**config.mk**
```make
export PLATFORM = sky130hd
export DESIGN_NAME = rtis_core
export DESIGN_NICKNAME = d
export VERILOG_FILES = /design/src/hdl/rtis_pkg.sv /design/src/hdl/rtis_core.sv /design/src/hdl/rtis_sync.sv
export VERILOG_INCLUDE_DIRS = /design/src /design/src/hdl
export SDC_FILE = /design/constraint.sdc
export NUM_CORES = 1
export LEC_CHECK = 0
export BUFFER_PORTS_ARGS = -buffer_cell sky130_fd_sc_hd__clkbuf_2
export CAP_MARGIN = 20
export CELL_PAD_IN_SITES_DETAIL_PLACEMENT = 1
export CELL_PAD_IN_SITES_GLOBAL_PLACEMENT = 2
export CORE_MARGIN = 1.5
export CORE_UTILIZATION = 40
export CTS_BUF_LIST = sky130_fd_sc_hd__clkbuf_4 sky130_fd_sc_hd__clkbuf_8
export DETAILED_ROUTE_END_ITERATION = 16
export GPL_TIMING_DRIVEN = 0
export PLACE_DENSITY_LB_ADDON = 0.12
export SYNTH_ARGS = -nofsm -noshare
export SYNTH_HDL_FRONTEND = slang
export SYNTH_SLANG_ARGS = --single-unit
```
**constraint.sdc**
```tcl
create_clock -name clk -period 3.3 [get_ports clk]
set_input_delay 0.33 -clock clk [delete_from_list [all_inputs] [get_ports clk]]
set_output_delay 0.33 -clock clk [all_outputs]
set_load 0.005 [all_outputs]
```
**src/hdl/rtis_cfg.svh**
```systemverilog
// offsets, bit positions, reset values and counts of the rtc irq block
`ifndef RTIS_CFG_SVH
`define RTIS_CFG_SVH
// register addresses: {clock/ram select, a4..a0}
`define RTIS_STAT_ADDR 6'h30
`define RTIS_CLK_CFG_ADDR 6'h31
`define RTIS_IRQ_CTL_ADDR 6'h32
// irq_enable_control bits
`define RTIS_CTL_WDOG 7
`define RTIS_CTL_PDOWN 6
`define RTIS_CTL_PSENSE 5
`define RTIS_CTL_ALARM 4
// clock_config bit that picks the line time base
`define RTIS_CFG_LINE 6
// event_flags bits
`define RTIS_ST_WDOG 6
`define RTIS_ST_TEST 5
`define RTIS_ST_FIRST 4
`define RTIS_ST_ANY 3
`define RTIS_ST_PSENSE 2
`define RTIS_ST_ALARM 1
`define RTIS_ST_PER 0
// reset values and the mask kept over a status read
`define RTIS_CTL_RST 8'h00
`define RTIS_CFG_RST 8'h00
`define RTIS_STAT_RST 8'h10
`define RTIS_STAT_KEEP 8'h04
// periodic codes
`define RTIS_PER_LINE_CODE 4'h6
`define RTIS_PER_LINE_MIN 4'hB
// control byte: write select bit
`define RTIS_AC_WRITE 7
// watchdog timeout in time-base ticks
`define RTIS_WD_TICKS 16'h0010
`endif

```
**src/hdl/rtis_pkg.sv**
```systemverilog
// types of the rtc irq block
package rtis_pkg;
   // serial engine states, gray along idle -> addr -> data
   typedef enum logic [1:0]
   {
      SP_IDLE = 2'b00,
      SP_ADDR = 2'b01,
      SP_DATA = 2'b11
   } rtis_sp_t;
   // register address: clock/ram select and five address bits
   typedef logic [5:0] rtis_addr_t;
endpackage : rtis_pkg

```
**src/hdl/rtis_core.sv**
```systemverilog
// rtc interrupt control, event flags and serial slave port
`timescale 1ns/100ps
`include "rtis_cfg.svh"
module rtis_core #(parameter logic [15:0] WD_TICKS = `RTIS_WD_TICKS)
(
   // clock and power-on reset
   input wire logic clk,
   input wire logic rst_n,
   // serial pins
   input wire logic ce,
   input wire logic sck,
   input wire logic mosi,
   output logic miso_o,
   output logic miso_oe,
   // time base pulses, one clk wide
   input wire logic [14:0] rate_tick,
   input wire logic line_tick,
   input wire logic wd_tick,
   // event sources
   input wire logic alarm_match,
   input wire logic test_mode,
   input wire logic power_fail,
   input wire logic vsys_rise,
   // open-drain outputs
   output logic irq_o,
   output logic irq_oe,
   output logic host_reset_o,
   output logic host_reset_oe,
   // power and clock control
   output logic supply_enable_output,
   output logic clk_out_en,
   output logic line_prescale_en,
   output logic [7:0] clock_config_o
);
   // reset release pipe
   logic [1:0] rst_pipe_ff;
   logic rst_s_n;
   // synchronised pins
   logic [4:0] pin_s;
   logic ce_s, sck_s, mosi_s, pf_s, vs_s;
   // serial engine state
   rtis_pkg::rtis_sp_t st_ff, nxt_st;
   logic pol_ff, nxt_pol; // idle clock level
   logic sck_d_ff, nxt_sck_d; // last clock sample
   logic [2:0] bit_ff, nxt_bit; // bit in byte
   logic [7:0] rx_ff, nxt_rx; // input shifter
   logic [7:0] tx_ff, nxt_tx; // output shifter
   logic out_ff, nxt_out; // data pin level
   logic oe_ff, nxt_oe; // data pin drive
   logic wr_ff, nxt_wr; // write transfer
   rtis_pkg::rtis_addr_t addr_ff, nxt_addr;
   // serial strobes to the register group
   logic ce_act, lead, trail, byte_done;
   logic [7:0] rx_new;
   logic wr_stb, rd_stb;
   rtis_pkg::rtis_addr_t rd_addr;
   // register group state
   logic [7:0] cfg_ff, nxt_cfg; // clock_config
   logic [7:0] ctl_ff, nxt_ctl; // irq_enable_control
   logic [7:0] stat_ff, nxt_stat; // event_flags
   logic irq_ff, nxt_irq; // interrupt pending
   logic arm_ff, nxt_arm; // power sense armed
   logic [15:0] wd_cnt_ff, nxt_wd_cnt;
   logic wd_rst_ff, nxt_wd_rst; // watchdog reset hold
   logic ce_d_ff, pf_d_ff, al_d_ff, vs_d_ff;
   // events
   logic per_ev, alarm_ev, ps_ev, any_ev, wd_fire, ce_tog, stat_rd;

   // address step, wraps inside clock or ram space
   function automatic rtis_pkg::rtis_addr_t addr_inc
      (input rtis_pkg::rtis_addr_t a);
      addr_inc = {a[5], a[4:0] + 5'h01};
   endfunction : addr_inc

   // register read mux, unmapped reads give zero
   function automatic logic [7:0] reg_read(input rtis_pkg::rtis_addr_t a,
      input logic [7:0] cfg, input logic [7:0] ctl, input logic [7:0] st);
      case (a)
         `RTIS_CLK_CFG_ADDR: reg_read = cfg;
         `RTIS_IRQ_CTL_ADDR: reg_read = ctl;
         `RTIS_STAT_ADDR: reg_read = st;
         default: reg_read = 8'h00;
      endcase
   endfunction : reg_read

   // periodic tick by code and time base
   function automatic logic sel_tick(input logic [3:0] code,
      input logic line_base, input logic [14:0] rt, input logic lt);
      if (code == 4'h0)
         sel_tick = 1'b0;
      else if (!line_base)
         sel_tick = rt[code - 4'h1];
      else if (code == `RTIS_PER_LINE_CODE)
         sel_tick = lt;
      else if (code >= `RTIS_PER_LINE_MIN)
         sel_tick = rt[code - 4'h1];
      else
         sel_tick = 1'b0;
   endfunction : sel_tick

   // power-on reset released through two flops
   always_ff @(posedge clk or negedge rst_n)
   begin
      if (!rst_n)
         rst_pipe_ff <= 2'b00;
      else
         rst_pipe_ff <= {rst_pipe_ff[0], 1'b1};
   end
   assign rst_s_n = rst_pipe_ff[1];

   // serial, power-fail and supply-rise pins pass two flops first
   rtis_sync #(.W(5)) u_sync
   (
      .clk(clk),
      .rst_n(rst_s_n),
      .d({ce, sck, mosi, power_fail, vsys_rise}),
      .q(pin_s)
   );
   assign {ce_s, sck_s, mosi_s, pf_s, vs_s} = pin_s;

   // serial port off in power-down
   assign ce_act = ce_s & ~ctl_ff[`RTIS_CTL_PDOWN];
   // leaving idle shifts out, returning latches in
   assign lead = (st_ff != rtis_pkg::SP_IDLE) && (sck_s != pol_ff)
      && (sck_d_ff == pol_ff);
   assign trail = (st_ff != rtis_pkg::SP_IDLE) && (sck_s == pol_ff)
      && (sck_d_ff != pol_ff);
   assign byte_done = trail && (bit_ff == 3'h7);
   assign rx_new = {rx_ff[6:0], mosi_s};

   // serial engine next state
   always_comb
   begin
      nxt_st = st_ff;
      nxt_pol = pol_ff;
      nxt_sck_d = sck_s;
      nxt_bit = bit_ff;
      nxt_rx = rx_ff;
      nxt_tx = tx_ff;
      nxt_out = out_ff;
      nxt_oe = oe_ff;
      nxt_wr = wr_ff;
      nxt_addr = addr_ff;
      wr_stb = 1'b0;
      rd_stb = 1'b0;
      rd_addr = addr_ff;
      if (!ce_act)
      begin
         // held in reset, pin floats
         nxt_st = rtis_pkg::SP_IDLE;
         nxt_oe = 1'b0;
         nxt_bit = 3'h0;
      end
      else if (st_ff == rtis_pkg::SP_IDLE)
      begin
         // select just rose: take idle level
         nxt_st = rtis_pkg::SP_ADDR;
         nxt_pol = sck_s;
         nxt_bit = 3'h0;
      end
      else
      begin
         if (lead)
         begin
            // next bit out, msb first
            nxt_out = tx_ff[7];
            nxt_tx = {tx_ff[6:0], 1'b0};
         end
         if (trail)
         begin
            nxt_rx = rx_new;
            nxt_bit = bit_ff + 3'h1;
         end
         if (byte_done && (st_ff == rtis_pkg::SP_ADDR))
         begin
            // control byte: direction and address
            nxt_st = rtis_pkg::SP_DATA;
            nxt_wr = rx_new[`RTIS_AC_WRITE];
            nxt_addr = rx_new[5:0];
            if (!rx_new[`RTIS_AC_WRITE])
            begin
               rd_stb = 1'b1;
               rd_addr = rx_new[5:0];
               nxt_addr = addr_inc(rx_new[5:0]);
               nxt_oe = 1'b1;
            end
         end
         else if (byte_done && wr_ff)
         begin
            // data byte stored, pin stays off
            wr_stb = 1'b1;
            nxt_addr = addr_inc(addr_ff);
         end
         else if (byte_done)
         begin
            // next read byte
            rd_stb = 1'b1;
            nxt_addr = addr_inc(addr_ff);
         end
         if (rd_stb)
            nxt_tx = reg_read(rd_addr, cfg_ff, ctl_ff, stat_ff);
      end
   end

   // serial engine registers
   always_ff @(posedge clk or negedge rst_s_n)
   begin
      if (!rst_s_n)
      begin
         st_ff <= rtis_pkg::SP_IDLE;
         pol_ff <= 1'b0;
         sck_d_ff <= 1'b0;
         bit_ff <= 3'h0;
         rx_ff <= 8'h00;
         tx_ff <= 8'h00;
         out_ff <= 1'b0;
         oe_ff <= 1'b0;
         wr_ff <= 1'b0;
         addr_ff <= 6'h00;
      end
      else
      begin
         st_ff <= nxt_st;
         pol_ff <= nxt_pol;
         sck_d_ff <= nxt_sck_d;
         bit_ff <= nxt_bit;
         rx_ff <= nxt_rx;
         tx_ff <= nxt_tx;
         out_ff <= nxt_out;
         oe_ff <= nxt_oe;
         wr_ff <= nxt_wr;
         addr_ff <= nxt_addr;
      end
   end

   // event detection
   assign stat_rd = rd_stb && (rd_addr == `RTIS_STAT_ADDR);
   assign per_ev = sel_tick(ctl_ff[3:0], cfg_ff[`RTIS_CFG_LINE],
      rate_tick, line_tick);
   assign alarm_ev = ctl_ff[`RTIS_CTL_ALARM] & alarm_match
      & ~al_d_ff;
   assign ps_ev = ctl_ff[`RTIS_CTL_PSENSE] & arm_ff & pf_s
      & ~pf_d_ff;
   assign any_ev = per_ev | alarm_ev | ps_ev;
   assign ce_tog = ce_s ^ ce_d_ff;
   assign wd_fire = ctl_ff[`RTIS_CTL_WDOG] & wd_tick & ~ce_tog
      & (wd_cnt_ff == WD_TICKS - 16'h0001);

   // register group next state
   always_comb
   begin
      nxt_cfg = cfg_ff;
      nxt_ctl = ctl_ff;
      nxt_arm = ps_ev ? 1'b0 : arm_ff;
      if (wr_stb && (addr_ff == `RTIS_CLK_CFG_ADDR))
         nxt_cfg = rx_new;
      if (wr_stb && (addr_ff == `RTIS_IRQ_CTL_ADDR))
      begin
         nxt_ctl = rx_new;
         // re-armed only by a 0 to 1 write
         if (rx_new[`RTIS_CTL_PSENSE] && !ctl_ff[`RTIS_CTL_PSENSE])
            nxt_arm = 1'b1;
      end
      // interrupt or supply return ends power-down
      if (irq_ff || (vs_s && !vs_d_ff))
         nxt_ctl[`RTIS_CTL_PDOWN] = 1'b0;
      // read clears all but the power sense flag and the test flag, which follows test_mode; new events win
      nxt_stat = stat_rd ? (stat_ff & `RTIS_STAT_KEEP) : stat_ff;
      nxt_stat[`RTIS_ST_PER] = nxt_stat[`RTIS_ST_PER] | per_ev;
      nxt_stat[`RTIS_ST_ALARM] = nxt_stat[`RTIS_ST_ALARM] | alarm_ev;
      nxt_stat[`RTIS_ST_PSENSE] = nxt_stat[`RTIS_ST_PSENSE] | ps_ev;
      nxt_stat[`RTIS_ST_ANY] = nxt_stat[`RTIS_ST_ANY] | any_ev;
      nxt_stat[`RTIS_ST_WDOG] = nxt_stat[`RTIS_ST_WDOG] | wd_fire;
      nxt_stat[`RTIS_ST_TEST] = test_mode;
      nxt_stat[7] = 1'b0;
      nxt_irq = any_ev | (irq_ff & ~stat_rd);
      // watchdog restarts on each select toggle
      if (!ctl_ff[`RTIS_CTL_WDOG] || ce_tog || wd_fire)
         nxt_wd_cnt = 16'h0000;
      else if (wd_tick)
         nxt_wd_cnt = wd_cnt_ff + 16'h0001;
      else
         nxt_wd_cnt = wd_cnt_ff;
      nxt_wd_rst = wd_fire | (wd_rst_ff & ~ce_tog);
   end

   // register group registers, power-on values
   always_ff @(posedge clk or negedge rst_s_n)
   begin
      if (!rst_s_n)
      begin
         cfg_ff <= `RTIS_CFG_RST;
         ctl_ff <= `RTIS_CTL_RST;
         stat_ff <= `RTIS_STAT_RST;
         irq_ff <= 1'b0;
         arm_ff <= 1'b0;
         wd_cnt_ff <= 16'h0000;
         wd_rst_ff <= 1'b0;
         ce_d_ff <= 1'b0;
         pf_d_ff <= 1'b0;
         al_d_ff <= 1'b0;
         vs_d_ff <= 1'b0;
      end
      else
      begin
         cfg_ff <= nxt_cfg;
         ctl_ff <= nxt_ctl;
         stat_ff <= nxt_stat;
         irq_ff <= nxt_irq;
         arm_ff <= nxt_arm;
         wd_cnt_ff <= nxt_wd_cnt;
         wd_rst_ff <= nxt_wd_rst;
         ce_d_ff <= ce_s;
         pf_d_ff <= pf_s;
         al_d_ff <= alarm_match;
         vs_d_ff <= vs_s;
      end
   end

   // pin drive
   assign miso_o = out_ff;
   assign miso_oe = oe_ff & ce_act;
   assign irq_o = 1'b0;
   assign irq_oe = irq_ff;
   assign host_reset_o = 1'b0;
   assign host_reset_oe = ctl_ff[`RTIS_CTL_PDOWN] | wd_rst_ff;
   assign supply_enable_output = ~ctl_ff[`RTIS_CTL_PDOWN];
   assign clk_out_en = ~ctl_ff[`RTIS_CTL_PDOWN];
   assign line_prescale_en = ~ctl_ff[`RTIS_CTL_PSENSE];
   assign clock_config_o = cfg_ff;
endmodule : rtis_core

```
**src/hdl/rtis_sync.sv**
```systemverilog
// two flip-flop synchroniser for a group of pin inputs
`timescale 1ns/100ps
module rtis_sync #(parameter int W = 1)
(
   // clock and reset
   input wire logic clk,
   input wire logic rst_n,
   // asynchronous in, synchronous out
   input wire logic [W-1:0] d,
   output logic [W-1:0] q
);
   genvar i;
   // one independent two-stage chain per bit
   generate
      for (i = 0; i < W; i++)
      begin : g_bit
         logic meta_ff; // first stage, read only by second
         logic sync_ff; // second stage
         always_ff @(posedge clk or negedge rst_n)
         begin
            if (!rst_n)
            begin
               meta_ff <= 1'b0;
               sync_ff <= 1'b0;
            end
            else
            begin
               meta_ff <= d[i];
               sync_ff <= meta_ff;
            end
         end
         assign q[i] = sync_ff;
      end
   endgenerate
endmodule : rtis_sync

```
* Yosys cells after proc, flatten, opt, wreduce, memory -nomap -nowiden *
Cells that the tools add are included.

operators by class
  bitwise logic cells = 30
  div/mod/pow operators = 0
  $lt $le $gt $ge = 2
  equality and inequality tests = 19
  multiplexer cells = 49
  reduce and logical (&&, ||, !) cells = 32
  multipliers = 0
  add/sub/neg operators = 5
  shifts and indexed selects = 0

operators with widths
  kind                                                      number
  2-to-1 mux 6 bit                                          7
  == test 6 bit, second input constant                      6
  2-to-1 mux 16 bit                                         2
  2-to-1 mux 1 bit                                          25
  case mux 8 bit (3 select lines)                           1
  AND reduction 3 bit                                       6
  adder 16 x 1 -> 16 bit, second input constant             1
  == test 16 x 4 -> 1 bit, second input constant            1
  2-to-1 mux 8 bit                                          2
  2-to-1 mux 5 bit                                          3
  2-to-1 mux 7 bit                                          2
  bitwise AND 1 bit                                         12
  logical AND 1 bit                                         12
  adder 5 x 1 -> 5 bit, second input constant               2
  OR 1 bit                                                  10
  2-to-1 mux 3 bit                                          3
  nonzero test 2 bit                                        4
  inverter 1 bit                                            7
  2-to-1 mux 2 bit                                          3
  inequality test 3 x 1 -> 1 bit, second input constant     2
  < comparator 4 x 5 -> 1 bit, second input constant        1
  binary-select mux 1 bit (select 4 bit)                    1
  == test 4 x 3 -> 1 bit, second input constant             1
  greater-or-equal comparator 4 bit, second input constant  1
  15 further kinds                                          22

storage, ports and cells
  logic and storage cells = 172
  bits of input ports = 26
  memories kept = 0
  memory bits (writable) = 0
  latch bits = 0
  memory bits (read-only) = 0
  output and inout bits = 17
  register bits = 89

* Longest topological paths before layout *
  word-level depth = 15
  depth in mapped cells = 9
  mapped depth without buffers = 8

* Modules after synthesis *
A second synthesis with hierarchy kept.

unflattened totals
  cells, all modules = 441
  area, all modules = 4,595.7 µm²

modules (own cells, without submodules)
  module     area an instance (µm²)  cells an instance  instances  seq. area each (µm²)
  rtis_core  4,307.9                 426                1          1,978.1
  rtis_sync  287.8                   15                 1          250.2

* Least setup slack after synthesis *
Ideal clock, no wire load.

  path type = reg-to-reg
  from = register ctl_ff[0]
  to = register irq_ff, in the netlist irq_oe
  arrival time = 2.132 ns
  required time = 3.176 ns
  library setup time = 0.124 ns
  path buffers = 1
  slack = 1.044 ns
  cell stages (with the launch flop) = 9
  period minus slack after synthesis = 2.256 ns
  cells stage by stage = dfrtp_1 > clkbuf_1 > inv_1 > ha_1 > mux4_2 > mux2_2 > o21ai_0 > a32oi_1 > a211o_1

between the ends
  word-level cells in the longest chain between the ends = 10
  elaborated cells between the ends (all ways) = 13
  classes of those cells = 1 x add/sub; 1 x order compare; 1 x eq/ne; 6 x mux; 3 x bitwise; 1 x reduce/logical

RTL lines
  what                                    RTL line                          text
  start: declaration                      rtis_core.sv:59                   logic [7:0] ctl_ff, nxt_ctl;
  start signal: assignment                rtis_core.sv:293                  ctl_ff <= `RTIS_CTL_RST;
  start signal: assignment                rtis_core.sv:307                  ctl_ff <= nxt_ctl;
  subtractor 4 x 1 -> 4 bit               rtis_core.sv:92, rtis_core.sv:96
  binary-select mux 1 bit (select 4 bit)  rtis_core.sv:92, rtis_core.sv:96
  2-to-1 mux 1 bit (implied by the code)  rtis_core.sv:92, rtis_core.sv:96
  2-to-1 mux 1 bit                        rtis_core.sv:95                   else if (code >= `RTIS_PER_LINE_MIN)
  2-to-1 mux 1 bit                        rtis_core.sv:93                   else if (code == `RTIS_PER_LINE_CODE)
  2-to-1 mux 1 bit                        rtis_core.sv:91                   else if (!line_base)
  2-to-1 mux 1 bit (*)                    rtis_core.sv:89                   if (code == 4'h0)
  OR 1 bit (*) (2 in series)              rtis_core.sv:244                  assign any_ev = per_ev | alarm_ev | ps_ev;
  OR 1 bit (*)                            rtis_core.sv:276                  nxt_irq = any_ev | (irq_ff & ~stat_rd);
  via nxt_irq                             rtis_core.sv:61                   logic irq_ff, nxt_irq;
  end signal: assignment                  rtis_core.sv:309                  irq_ff <= nxt_irq;
  end: declaration                        rtis_core.sv:61

Mark *: on every way through the listed nets, which the timed path passes. The rest lies on a longest branch. The select of a mux whose other input is x is not followed.
A chain may end at the register's enable or synchronous reset.

* Final worst setup path *
  from = register bit_ff[0]
  to = register stat_ff[4]

between the ends
  word-level cells in the longest chain between the ends = 10
  elaborated cells between the ends (all ways) = 18
  classes of those cells = 2 x eq/ne; 12 x mux; 4 x reduce/logical

RTL lines
  what                                                         RTL line                            text
  start: declaration                                           rtis_core.sv:45                     logic [2:0] bit_ff, nxt_bit;
  start signal: assignment                                     rtis_core.sv:226                    bit_ff <= nxt_bit;
  == test 3 bit (*)                                            rtis_core.sv:128                    assign byte_done = trail && (bit_ff == 3'h7);
  logical AND 1 bit (*)                                        rtis_core.sv:128
  logical AND 1 bit (tied with other cells)                    rtis_core.sv:174                    if (byte_done && (st_ff == rtis_pkg::SP_ADDR))
  2-to-1 mux 6 bit or 2-to-1 mux 1 bit (tied branches)         rtis_core.sv:174, rtis_core.sv:188
  2-to-1 mux 6 bit or 2-to-1 mux 1 bit (tied branches)         rtis_core.sv:154, rtis_core.sv:174
  2-to-1 mux 6 bit or 2-to-1 mux 1 bit (tied branches)         rtis_core.sv:147, rtis_core.sv:154
  2-to-1 mux 6 bit or 2-to-1 mux 1 bit (tied branches)         rtis_core.sv:154, rtis_core.sv:147
  2-to-1 mux 6 bit or 2-to-1 mux 1 bit (tied branches)         rtis_core.sv:147, rtis_core.sv:154
  == test 6 bit (no line) or 2-to-1 mux 1 bit (tied branches)  -
  logical AND 1 bit (*)                                        rtis_core.sv:237                    assign stat_rd = rd_stb && (rd_addr == `RTIS_STAT_ADDR);
  end signal: assignment                                       rtis_core.sv:294                    stat_ff <= `RTIS_STAT_RST;
  end signal: assignment                                       rtis_core.sv:308                    stat_ff <= nxt_stat;
  end: declaration                                             rtis_core.sv:60                     logic [7:0] stat_ff, nxt_stat;

Mark *: on every way between the ends. The rest lies on a longest branch, timed or not. The select of a mux whose other input is x is not followed.

==> results.md <==
- Status: completed
- Die X-Extent: approximately 110 µm
- Num ports: 43
- Skew final: ~0.013 ns
- Worst-case reg-to-reg path depth: 8
- Clock sinks: 89
- WP data arrival: about 3.1 ns
- Max Slew Vio Count: 0
- Power density over the cells: 450 nW/µm²
- Met3 wire length: 246 µm
- DRT antenna net count: 0
- Initial core utilization: 0.415
- Seq cells post-synth: approximately 90
- Pre-CTS WS: 0.525 ns
- Initial antenna violation count: 0
- Finished Cell Area: approximately 5200 µm²
- GR Util All Layers: 0.210
- RR Startpoint: bit_ff[0]
- Die area: around 12000 µm²
- Mapped cell area: approximately 4500 µm²
- RSZ-0062 raised after global routing: false
- Syn. warnings: 0
- Global route overflow: 0
- WL met2: 5.53 mm
- Max_slew headroom: 0.455
- Worst Hold Path Cells: 1
- Number of max-cap violations: 0
- Post-synth EDFFs: 0
- Drt drc: 0
- Final setup fails: 0
- Syn-to-layout area delta: 13.6%
- Vias post-DR: between 3000 and 4000
- Total CTS buffers: 9
- Most frequent cells in the layout: 87 x dfrtp_1, 44 x nor2_1, 42 x nand2_1, 40 x clkbuf_2, 23 x mux2_2
- Final worst path period share: 0.853
- R2r setup slk: between 0.4 and 0.5 ns
- Ys flop type: dfrtp_1
- First-pass GRT wire length: about 19 mm
- Met1 wire length: 5.49 mm
- Placed cells: 618
- Final Non-Filler Cells: ~640
- Commonest non-fill, non-tap cell in the layout: dfrtp_1
- Chip height: around 110 µm
- ANT cells: 0
- Slew @ Worst Pin: about 0.81 ns
- Filler cells: 1254
- Clock Pin Slew Worst Setup and Hold Paths: about 0.09 ns
- CTS resizes: 0
- Synth cell types: 65
- Critical path data required time: between 3 and 4 ns
- CP Class: reg -> reg
- Max Clk Rate: approximately 360 MHz
- Hold slack final: roughly 0.049 ns
- Total power: between 2 and 2.5 mW
- HP Class: in -> reg
- Fin. Hold Viols: 0
- Post-synth ARST share: 1.00
- CTS max path bufs: 2
- RR Endpoint: stat_ff[4]
- IO buf count: 40
- Share of cells above drive strength 1: 0.200
- CTS tree: yes
- Clock Latency Late Sink: around 0.38 ns
- Critical Path End: stat_ff[4]
- Worst setup startpoint: bit_ff[0]
- Setup bufs post-CTS: 0
- CP startpoint kind: flop
- Final worst-path setup slack: a little under 0.5 ns
- Drt pass-1 iters: 4
- Post-CTS Hold Fix Bufs: 1
- Leak pwr: about 2.3 nW
- DP Area: a little under 5000 µm²
- CP max FO: 8
- FP Rows: 38
- Worst IR Drop VDD: a little over 0.0003 V
- Setup crit end kind: flop
- Vias/cell: ~5.5
- Top routing layer used: met4
- Root Driver: clkbuf_8
- Minimum clock period: between 2 and 3 ns
- Post-DP HPWL: roughly 8.5 mm
- Synth Instances: around 440
- Seq/Total Area, Yosys: 0.491
- Nets: 527
- Core ar.: 10900 µm²
- Routed len/inst: about 18 µm
- Gpl congestion: a little under 0.8
- Avg Cell Area, Syn: between 10 and 15 µm²
- Starting DRT DRC Count: 148
- Final Routed Wirelength: 11.5 mm
- Number of global-route vias before repair: between 3000 and 4000
- Largest net degree at the start of global routing: 63
- H-tree levels: 3
-- metal layers --
layer	global-route usage	vias to the layer above
li1	-	1650
met1	0.282	1776
met2	0.333	39
met3	0.0385	14
met4	0.0909	0
met5	0	-
-- registers in the layout, summed over array words and instances, names as in the netlist, 3 cells and up --
| name | cells |
|---|---|
| ctl_ff | 8 |
| clock_config_o | 8 |
| u_sync.g_bit.sync_ff | 5 |
| wd_cnt_ff | 16 |
| bit_ff | 3 |
| u_sync.g_bit.meta_ff | 5 |
| rx_ff | 7 |
| stat_ff | 7 |
| addr_ff | 6 |
| tx_ff | 8 |
-- how the worst min path moves through the flow --
stage               slack (ns)  start                 endpoint
floorplan                 0.03  rst_n           rst_pipe_ff[0]
global placement          0.12  rst_n           rst_pipe_ff[0]
detailed placement        0.12  rst_n           rst_pipe_ff[0]
CTS                       0.03     ce  u_sync.g_bit[4].meta_ff
global route              0.04     ce  u_sync.g_bit[4].meta_ff
finish                    0.05     ce  u_sync.g_bit[4].meta_ff
-- synthesized netlist by cell type, types with 3 or more instances --
| library cell | n | area (µm²) |
|---|---|---|
| nand4_1 | 8 | 50.1 |
| nand2b_1 | 5 | 31.3 |
| a21oi_1 | 15 | 75.1 |
| mux2i_1 | 11 | 110 |
| and2_1 | 5 | 31.3 |
| nand2_1 | 42 | 158 |
| xnor2_1 | 6 | 52.6 |
| mux4_2 | 3 | 67.6 |
| mux2_2 | 23 | 259 |
| nand3b_1 | 3 | 22.5 |
| and3_1 | 5 | 31.3 |
| nor3_1 | 16 | 80.1 |
| buf_4 | 4 | 30.0 |
| nor2_1 | 44 | 165 |
| dfrtp_1 | 88 | 2200 |
| inv_1 | 14 | 52.6 |
| ha_1 | 11 | 138 |
| o21ai_0 | 19 | 95.1 |
| nor2b_1 | 5 | 31.3 |
| clkbuf_1 | 13 | 48.8 |
| a21o_1 | 4 | 30.0 |
| a211oi_1 | 6 | 45.0 |
| o22ai_1 | 4 | 25.0 |
| nor4_1 | 3 | 18.8 |
| xor2_1 | 16 | 140 |
| nand3_1 | 8 | 40.0 |
| a211o_1 | 3 | 26.3 |
| o211a_1 | 6 | 60.1 |
-- stage by stage --
| step | setup TNS, ns | utilization |
|---|---|---|
| finish | 0 | 0.472 |
| global route | 0 | 0.472 |
| CTS | 0 | 0.472 |
| detailed placement | 0 | 0.453 |
| global placement | -42.44 | 0.450 |
| floorplan | 0 | - |
-- layout make-up --
type                    instances  area, µm²  share of cell area
repair buffers                 42        238              0.0461
clock buffers                  10        138              0.0267
inverters                      14       52.6              0.0102
flip-flops and latches         89       2230               0.433
clock inverters                 6       57.6              0.0112
multi-input cells             314       2160               0.420
well taps                     140        175              0.0340
plain buffers                  20       98.8              0.0192
-- cells by family after synthesis --
group / after synthesis / share of synthesized area
adder cells (fa/ha/maj): 11 / 0.0303
other: 2 / 0.00165
flip-flops: 89 / 0.491
AO/OA/AOI/OAI: 82 / 0.128
XOR/XNOR: 22 / 0.0424
multiplexers: 37 / 0.0962
AND/OR/NAND/NOR: 159 / 0.177
buffers and inverters: 34 / 0.0333
-- power by group --
group / switching, mW / leakage (nW) / internal (mW)
clock network: 0.410 / 0.102 / 0.365
registers: 0.0925 / 1.16 / 1.17
logic: 0.152 / 1.09 / 0.127
-- worst max-delay path: stages (launching register included) --
cell and delay (ns):
dfrtp_1 0.38, ha_1 0.16, ha_1 0.30, nand4bb_1 0.23
a211oi_1 0.36, o32ai_1 0.15, a21oi_1 0.59, nand4b_1 0.39
and2_1 0.19
Note: power is estimated with default switching activity, not from simulation.
